**src/verilog/ldc_pkg.sv**
```systemverilog
package ldc_pkg;

    // Register word indices; byte address is four times the index
    localparam int         LDC_ADDR_W       = 10;
    localparam logic [7:0] LDC_OFF_TRIM     = 8'h68;
    localparam logic [7:0] LDC_OFF_GAINFILT = 8'h69;
    localparam logic [7:0] LDC_OFF_TEMPPL   = 8'h6a;
    localparam logic [7:0] LDC_OFF_DIVHI    = 8'h6b;
    localparam logic [7:0] LDC_OFF_SYNC     = 8'h6c;

    // Word index of each register in the bank
    localparam int LDC_NREG     = 5;
    localparam int LDC_IDX_TRIM = 0;
    localparam int LDC_IDX_GF   = 1;
    localparam int LDC_IDX_TP   = 2;
    localparam int LDC_IDX_DH   = 3;
    localparam int LDC_IDX_SY   = 4;

    // Reset values
    localparam logic [7:0] LDC_RST_TRIM     = 8'h77;
    localparam logic [7:0] LDC_RST_GAINFILT = 8'h00;
    localparam logic [7:0] LDC_RST_TEMPPL   = 8'h00;
    localparam logic [7:0] LDC_RST_DIVHI    = 8'h00;
    localparam logic [7:0] LDC_RST_SYNC     = 8'h00;

    // Field positions
    localparam int LDC_POS_HI_NIB  = 4;
    localparam int LDC_POS_TDIM_EN = 7;
    localparam int LDC_POS_NTYPE   = 6;
    localparam int LDC_POS_SOFT    = 4;
    localparam int LDC_POS_LIMIT   = 2;
    localparam int LDC_POS_GATE    = 0;
    localparam int LDC_POS_SYNC_EN = 7;
    localparam int LDC_POS_LOCK    = 6;
    localparam int LDC_POS_CRST    = 5;
    localparam int LDC_DIV_LO_W    = 5;

    // Soft-start times in ms, and cycle counts at 100 MHz
    localparam int LDC_CLK_MHZ = 100;
    localparam int LDC_SS0_MS  = 5;
    localparam int LDC_SS1_MS  = 10;
    localparam int LDC_SS2_MS  = 20;
    localparam int LDC_SS3_MS  = 50;
    localparam int LDC_SS0_CYC = LDC_SS0_MS * 1000 * LDC_CLK_MHZ;
    localparam int LDC_SS1_CYC = LDC_SS1_MS * 1000 * LDC_CLK_MHZ;
    localparam int LDC_SS2_CYC = LDC_SS2_MS * 1000 * LDC_CLK_MHZ;
    localparam int LDC_SS3_CYC = LDC_SS3_MS * 1000 * LDC_CLK_MHZ;

endpackage

```
**src/verilog/ldc_reg8.sv**
```systemverilog
// One 8-bit configuration register with write strobe
module ldc_reg8
    import ldc_pkg::*;
#(
    parameter logic [7:0] RESET_VALUE = 8'h00
) (
    // Clock and reset
    input  wire logic       clk,
    input  wire logic       rst_n,
    input  wire logic       ce,
    // Write side
    input  wire logic       wr,
    input  wire logic [7:0] wdata,
    // Stored value
    output logic      [7:0] q
);

    typedef struct packed {
        logic [7:0] value;
    } ldc_reg8_t;

    ldc_reg8_t st;
    ldc_reg8_t next_st;

    always_comb begin
        next_st = st;
        if (wr) begin
            next_st.value = wdata;
        end
    end

    always_ff @(posedge clk) begin
        if (!rst_n) begin
            st.value <= RESET_VALUE;
        end else if (ce) begin
            st <= next_st;
        end
    end

    assign q = st.value;

endmodule

```
**src/verilog/ldc_config_bank.sv**
```systemverilog
// Behaviour
// - Bits 7:4 trim sink four current
// - Bits 3:0 trim sink three current
// - Bits 7:4 set temperature dimming gain
// - Comparator must hold selected PWM-clock count
// - Bits 5:4 at 0x6A pick soft-start
// - Divider bits 12:5 from upper register
// - Divider bits 4:0 from 0x6C
// - Bit 7 at 0x6C gates frame sync
// - Bit 6 locks PWM to frame sync
// - Bit 5 restarts PWM counter on edge
// - PLL off: PWM clock from oscillator
// - Slow divider used for frame sync; code selects it only while PLL is on and bit 6 is set
//
// The APB interface to the registers was chosen for this implementation.
module ldc_config_bank
    import ldc_pkg::*;
#(
    parameter int DIV_W = 13,
    parameter int NIB_W = 4
) (
    // Clock, reset, enable
    input  wire logic             clk,
    input  wire logic             rst_n,
    input  wire logic             ce,
    // APB slave
    input  wire logic             psel,
    input  wire logic             penable,
    input  wire logic             pwrite,
    input  wire logic [LDC_ADDR_W-1:0] paddr,
    input  wire logic [31:0]      pwdata,
    output logic      [31:0]      prdata,
    output logic                  pready,
    output logic                  pslverr,
    // Frame sync and PWM status from the PWM generator
    input  wire logic             frame_sync_in,
    input  wire logic             pll_enable,
    input  wire logic             pwm_tick,
    input  wire logic             headroom_cmp,
    // Trim and dimming fields
    output logic [NIB_W-1:0]      sink_four_current_trim,
    output logic [NIB_W-1:0]      sink_three_current_trim,
    output logic [NIB_W-1:0]      temp_sensor_dim_gain,
    output logic                  temp_current_dim_enable,
    // Power-line switch fields
    output logic                  powerline_switch_n_type,
    output logic [1:0]            powerline_current_limit_sel,
    output logic [1:0]            powerline_gate_current_sel,
    output logic                  soft_start_done,
    // Sync and PLL control
    output logic [DIV_W-1:0]      slow_divider,
    output logic                  frame_sync_gated,
    output logic                  pwm_lock_enable,
    output logic                  pwm_counter_restart,
    output logic                  pwm_clk_from_osc,
    output logic                  use_slow_divider,
    output logic                  headroom_cmp_valid
);

    // Field packing is fixed to the documented widths
    if (DIV_W != 13 || NIB_W != 4) begin : g_bad_width
        $error("ldc_config_bank: only DIV_W=13, NIB_W=4 supported");
    end

    // Register bank
    logic [7:0] regs  [LDC_NREG];
    logic [7:0] wr_sel;
    logic       acc;
    logic       hit;
    int         idx;

    localparam logic [7:0] RSTV [LDC_NREG] = '{LDC_RST_TRIM,
        LDC_RST_GAINFILT, LDC_RST_TEMPPL, LDC_RST_DIVHI, LDC_RST_SYNC};

    assign acc = psel && penable;

    always_comb begin
        idx = 0;
        // Word aligned only: a byte lane offset is refused
        hit = (paddr[1:0] == 2'b00);
        unique case (paddr[LDC_ADDR_W-1:2])
            LDC_OFF_TRIM:     idx = LDC_IDX_TRIM;
            LDC_OFF_GAINFILT: idx = LDC_IDX_GF;
            LDC_OFF_TEMPPL:   idx = LDC_IDX_TP;
            LDC_OFF_DIVHI:    idx = LDC_IDX_DH;
            LDC_OFF_SYNC:     idx = LDC_IDX_SY;
            default:          hit = 1'b0;
        endcase
        wr_sel = 8'h00;
        if (acc && pwrite && hit) begin
            wr_sel[idx] = 1'b1;
        end
    end

    for (genvar g = 0; g < LDC_NREG; g++) begin : g_reg
        ldc_reg8 #(
            .RESET_VALUE (RSTV[g])
        ) u_reg (
            .clk   (clk),
            .rst_n (rst_n),
            .ce    (ce),
            .wr    (wr_sel[g]),
            .wdata (pwdata[7:0]),
            .q     (regs[g])
        );
    end

    // Filter length lookup, in PWM clock cycles
    function automatic logic [8:0] filt_len(input logic [3:0] code);
        logic [8:0] n;
        n = 9'h000;
        unique case (code)
            4'h0: n = 9'd5;
            4'h1: n = 9'd10;
            4'h2: n = 9'd20;
            4'h3: n = 9'd40;
            4'h4: n = 9'd60;
            4'h5: n = 9'd80;
            4'h6: n = 9'd100;
            default: n = 9'(140 + 40 * (int'(code) - 7));
        endcase
        return n;
    endfunction

    function automatic logic [31:0] ss_len(input logic [1:0] code);
        logic [31:0] n;
        n = 32'h0;
        unique case (code)
            2'b00: n = 32'(LDC_SS0_CYC);
            2'b01: n = 32'(LDC_SS1_CYC);
            2'b10: n = 32'(LDC_SS2_CYC);
            2'b11: n = 32'(LDC_SS3_CYC);
        endcase
        return n;
    endfunction

    typedef struct packed {
        logic [31:0]      prdata;
        logic             pready;
        logic             pslverr;
        logic [8:0]       filt_cnt;
        logic             cmp_valid;
        logic [31:0]      ss_cnt;
        logic             ss_done;
        logic             fs_prev;
        logic             fs_gated;
        logic             crst;
        logic [3:0]       trim4;
        logic [3:0]       trim3;
        logic [3:0]       gain;
        logic             tdim;
        logic             ntype;
        logic [1:0]       limit;
        logic [1:0]       gate;
        logic [DIV_W-1:0] div;
        logic             lock;
        logic             osc;
        logic             slow;
    } ldc_state_t;

    ldc_state_t st;
    ldc_state_t next_st;

    always_comb begin
        next_st = st;
        // Zero-wait APB: answer in the first access cycle
        next_st.pready  = 1'b0;
        next_st.pslverr = 1'b0;
        if (psel && !penable) begin
            next_st.pready  = 1'b1;
            next_st.pslverr = !hit;
            next_st.prdata  = 32'h0;
            if (!pwrite && hit) begin
                next_st.prdata = {24'h0, regs[idx]};
            end
        end
        next_st.trim4 = regs[LDC_IDX_TRIM][7:LDC_POS_HI_NIB];
        next_st.trim3 = regs[LDC_IDX_TRIM][LDC_POS_HI_NIB-1:0];
        next_st.gain  = regs[LDC_IDX_GF][7:LDC_POS_HI_NIB];
        next_st.tdim  = regs[LDC_IDX_TP][LDC_POS_TDIM_EN];
        next_st.ntype = regs[LDC_IDX_TP][LDC_POS_NTYPE];
        next_st.limit = regs[LDC_IDX_TP][LDC_POS_LIMIT +: 2];
        next_st.gate  = regs[LDC_IDX_TP][LDC_POS_GATE +: 2];
        next_st.div   = {regs[LDC_IDX_DH],
                         regs[LDC_IDX_SY][LDC_DIV_LO_W-1:0]};
        next_st.lock  = regs[LDC_IDX_SY][LDC_POS_LOCK];
        next_st.osc   = !pll_enable;
        // slow divider while the PLL is on and locking to frame sync
        next_st.slow  = pll_enable && regs[LDC_IDX_SY][LDC_POS_LOCK];

        next_st.fs_gated = frame_sync_in && regs[LDC_IDX_SY][LDC_POS_SYNC_EN];
        next_st.fs_prev  = st.fs_gated;
        next_st.crst = regs[LDC_IDX_SY][LDC_POS_CRST]
                       && st.fs_gated && !st.fs_prev;

        // comparator must hold for the filter count
        if (!headroom_cmp) begin
            next_st.filt_cnt  = 9'h000;
            next_st.cmp_valid = 1'b0;
        end else if (pwm_tick && !st.cmp_valid) begin
            next_st.filt_cnt = st.filt_cnt + 9'h001;
            if (st.filt_cnt + 9'h001 >=
                filt_len(regs[LDC_IDX_GF][LDC_POS_HI_NIB-1:0])) begin
                next_st.cmp_valid = 1'b1;
            end
        end

        if (!st.ss_done) begin
            next_st.ss_cnt = st.ss_cnt + 32'h1;
            if (st.ss_cnt + 32'h1 >=
                ss_len(regs[LDC_IDX_TP][LDC_POS_SOFT +: 2])) begin
                next_st.ss_done = 1'b1;
            end
        end
    end

    always_ff @(posedge clk) begin
        if (!rst_n) begin
            st <= '0;
        end else if (ce) begin
            st <= next_st;
        end
    end

    // Outputs straight from state flops
    assign prdata                      = st.prdata;
    assign pready                      = st.pready;
    assign pslverr                     = st.pslverr;
    assign sink_four_current_trim      = st.trim4;
    assign sink_three_current_trim     = st.trim3;
    assign temp_sensor_dim_gain        = st.gain;
    assign temp_current_dim_enable     = st.tdim;
    assign powerline_switch_n_type     = st.ntype;
    assign powerline_current_limit_sel = st.limit;
    assign powerline_gate_current_sel  = st.gate;
    assign soft_start_done             = st.ss_done;
    assign slow_divider                = st.div;
    assign frame_sync_gated            = st.fs_gated;
    assign pwm_lock_enable             = st.lock;
    assign pwm_counter_restart         = st.crst;
    assign pwm_clk_from_osc            = st.osc;
    assign use_slow_divider            = st.slow;
    assign headroom_cmp_valid          = st.cmp_valid;

endmodule

```
**config.mk**
```make
export PLATFORM = sky130hd
export DESIGN_NAME = ldc_config_bank
export DESIGN_NICKNAME = d
export VERILOG_FILES = /design/src/verilog/ldc_pkg.sv /design/src/verilog/ldc_reg8.sv /design/src/verilog/ldc_config_bank.sv
export SDC_FILE = /design/constraint.sdc
export NUM_CORES = 1
export LEC_CHECK = 0
export ABC_CLOCK_PERIOD_IN_PS = 4800
export BUFFER_PORTS_ARGS = -buffer_cell sky130_fd_sc_hd__clkbuf_2
export CAP_MARGIN = 40
export CORE_ASPECT_RATIO = 1.4
export CORE_MARGIN = 1.5
export CORE_UTILIZATION = 50
export CTS_BUF_LIST = sky130_fd_sc_hd__clkbuf_16
export CTS_CLUSTER_SIZE = 24
export DETAILED_ROUTE_END_ITERATION = 10
export MAX_ROUTING_LAYER = met4
export PLACE_DENSITY_LB_ADDON = 0.05
export SYNTH_ARGS = -nofsm -noshare
export SYNTH_HDL_FRONTEND = slang
export SYNTH_HIERARCHICAL = 1
export SYNTH_SLANG_ARGS = --single-unit
```
**constraint.sdc**
```tcl
create_clock -name clk -period 4.8 [get_ports clk]
set_input_delay 0.96 -clock clk [delete_from_list [all_inputs] [get_ports clk]]
set_output_delay 0.96 -clock clk [all_outputs]
set_load 0.02 [all_outputs]
```
==> flow_summary.json <==
{
  "run_status": "finished, final reports clean",
  "cts_tree": "built",
  "dp_hpwl_mm": 13.63,
  "count_of_flip_flops_with_a_built_in_enable_after_synthesis": 0,
  "postCtsSetupRepairBufs": 0,
  "grt_antenna_before_repair": 0,
  "detail_route.drc_violations": 0,
  "worst_ir_drop_on_vdd_mv": 0.2099,
  "syn2layout_area_growth_pct": 6.011,
  "number_of_warnings_issued_by_yosys": 6,
  "path_common_cell": "sky130_fd_sc_hd__ha_1",
  "clkLatencyLatePin_ns": 0.42,
  "cts_max_level": 4,
  "drt-pass1-iter-count": 4,
  "fraction_of_final_layout_cells_with_drive_strength_greater_than_1_pct": 18.53,
  "ff2ff_setup_slack_ns": 1.45,
  "grt_residual_overflow": 0,
  "yosys.cell_types.count": 69,
  "worst_hold_path_type": "reg -> reg",
  "timing.max_slew.rel_slack_pct": 39.41,
  "tritoncts.num_buffers": 17,
  "skew_ns": 0.006855,
  "postRouteWirelength_mm": 18.60,
  "starting_density_of_the_core_pct": 50.89,
  "ys_seq_area_share_pct": 31.90,
  "drt-wirelength-per-cell_um": 16.33,
  "layoutNonFillerInstCount": 1139,
  "core_mm2": 0.01603,
  "main_flop_type_after_synthesis": "sky130_fd_sc_hd__dfxtp_1",
  "drt_iter0_drc": 369,
  "std_cell_rows": 55,
  "pre_cts_ws_ns": 1.439,
  "final_net_count": 1020,
  "power_leakage_nw": 3.615,
  "floorplan.io_pins": 124,
  "clock_sinks": 130,
  "postSynth.asyncResetShare_pct": 0,
  "cp.arrival_ns": 3.65,
  "synthesis.instances": 924,
  "die_w_um": 111.0,
  "cts.root.buffer_cell": "sky130_fd_sc_hd__clkbuf_16",
  "synthTopCellsByArea": "sky130_fd_sc_hd__dfxtp_1, sky130_fd_sc_hd__buf_4, sky130_fd_sc_hd__ha_1",
  "die_h_um": 154.1,
  "area_of_the_mapped_netlist_mm2": 0.008159,
  "grt_first_pass_wirelength_mm": 30.87,
  "dieArea_mm2": 0.01710,
  "setup_viol_count_final": 0,
  "critical-path-slowest-cell": "sky130_fd_sc_hd__fa_1",
  "via_per_inst": 5.500,
  "first_global_vias": 6219,
  "route.vias.total": 6264,
  "power_density_mw_per_mm2": 283.4,
  "cts_hold_buffers": 0,
  "grt_start_max_net_pins": 98,
  "ys_seq_elements": 130,
  "critical_path_class": "reg -> reg",
  "crit_fanout": 9,
  "dp.cells": 1106,
  "postSynthAreaPerCell_um2": 8.830,
  "route.antenna.remaining_nets": 0,
  "synthDominantAreaCellType": "sky130_fd_sc_hd__dfxtp_1",
  "final_min_period_over_clock_period_pct": 69.89,
  "max_cap_viol_count": 0,
  "worstPathCellList": "inv_1, ha_1, ha_1, ha_1, inv_1, fa_1, a21boi_0, xnor2_1, nand2_1, ha_1, a31oi_1, nand2_1, a21oi_1, a211oi_1",
  "worst_margin_slew_ns": 0.9089,
  "grt_setup_unrepaired": "false",
  "clock_period_minus_worst_slack_ns": 3.355,
  "path_clk_slew_ns": 0.06,
  "timing.critical_path.to_type": "flip-flop",
  "clock_tree.buffer_depth": 2,
  "gp_routability_congestion": 0.8594,
  "slew_violations": 0,
  "global_route.usage.total_pct": 23.17,
  "hold-worst-slack_ns": 0.4784,
  "crit_required_ns": 5.10,
  "cts_resized": 0,
  "hold_viol_final": 0,
  "finalSetupTns_ns": 0,
  "synthDominantCellAreaShare_pct": 31.90,
  "port_buffers": 75,
  "worst_path_largest_cell_delay_ns": 0.51,
  "post_route_worst_setup_slack_ns": 1.445,
  "critical_path_start_type": "flip-flop",
  "fmaxAchievable_ghz": 0.2981
}
-- final timing paths --
path / start / end / depth (start not counted)
worst max-delay path: g_reg[1].u_reg/q[0] / headroom_cmp_valid / 14
worst min register to register: pwm_counter_restart / pwm_counter_restart / 2
worst max register to register: g_reg[1].u_reg/q[0] / headroom_cmp_valid / 14
worst min-delay path: pwm_counter_restart / pwm_counter_restart / 2
-- report_power, final --
group | internal [mW] | total, mW | leakage, nW | switching (mW)
Sequential | 1.09 | 1.09 | 1.05 | 0.00656
Combinational | 0.0392 | 0.130 | 2.30 | 0.0909
Clock | 0.714 | 1.23 | 0.265 | 0.514
-- metal layers --
layer	GRT usage (%)	wire [um]	vias to the layer above
li1	-	-	3156
met1	26.30	8114	2924
met2	38.77	9150	147
met3	4.257	627	37
met4	12.27	706	0
met5	-	0	-
-- synth_stat cells (all sizes together) (7+ instances only) --
master and instances:
dfxtp 130, buf 92, nand2 82, o21ai 59, nor2b 54, xnor2 51
nand4 50, ha 41, mux2i 40, nor2 39, and2 36, nand3 34
clkbuf 31, a21oi 25, inv 22, xor2 17, and3 14, nor3 11
a22oi 10, a21boi 9, o221ai 8, o211ai 7
-- cells by family (layout without fill, tap and decap cells) --
group                      after synthesis  after routing  synth area share (%)
other                                    1             25               0.04596
muxes                                   41             41                 5.045
xor gates and xnor gates                68             68                 7.299
buffers and inverters                  145            137                 11.53
and+or+nand+nor                        347            347                 23.80
AOI/OAI and AO/OA                      150            150                 13.85
adders and majority gates               42             42                 6.533
DFF                                    130            130                 31.90
-- cell usage in the layout, fill, tap and decap left out, types with 25 or more instances in the layout --
cell,Yosys,layout
sky130_fd_sc_hd__dfxtp_1,130,130
sky130_fd_sc_hd__nand2_1,81,81
sky130_fd_sc_hd__clkbuf_2,7,73
sky130_fd_sc_hd__nor2b_1,54,54
sky130_fd_sc_hd__xnor2_1,51,51
sky130_fd_sc_hd__nand4_1,48,48
sky130_fd_sc_hd__ha_1,41,41
sky130_fd_sc_hd__mux2i_1,40,40
sky130_fd_sc_hd__nor2_1,39,39
sky130_fd_sc_hd__o21ai_2,34,34
sky130_fd_sc_hd__nand3_1,33,33
sky130_fd_sc_hd__and2_1,30,30
sky130_fd_sc_hd__o21ai_0,25,25
sky130_fd_sc_hd__a21oi_1,25,25
-- layout make-up --
type | instances | area, um2
clock inverters | 15 | 135.1
inverters | 22 | 82.58
clock buffers | 17 | 425.4
fillers | 1556 | 7385
repair buffers | 83 | 450.4
diodes | 1 | 2.502
well taps | 199 | 249.0
flip-flops and latches | 130 | 2603
multi-input cells | 672 | 4702
-- sequential cells by signal, summed over array words and instances, names as in the netlist, 2 cells and up --
name and cells:
st 42, g.u_reg/q 40, slow_divider 13, prdata 8
sink_four_current_trim 4, sink_three_current_trim 4, temp_sensor_dim_gain 4, powerline_current_limit_sel 2
powerline_gate_current_sel 2
-- critical path: cells and delay by family (launching register included) --
| family | cells | cell delay (ns) |
|---|---|---|
| compound gates | 4 | 0.73 |
| xor+xnor | 1 | 0.14 |
| fa+ha+maj | 5 | 1.50 |
| buf+inv | 2 | 0.22 |
| flops | 1 | 0.49 |
| simple gates | 2 | 0.16 |
-- metrics by stage --
| step | area (um2) | power [mW] | utilization (%) |
|---|---|---|---|
| 6_report | 8650 | 2.451 | 53.94 |
| 5_1_grt | 8647 | 2.525 | 53.93 |
| 4_1_cts | 8647 | 2.473 | 53.93 |
| 3_5_place_dp | 8087 | 1.247 | 50.43 |
| 3_3_place_gp | 8082 | 1.244 | 50.40 |
| 2_1_floorplan | 8245 | 1.227 | - |
No activity file was read; power rests on OpenSTA's default activity.
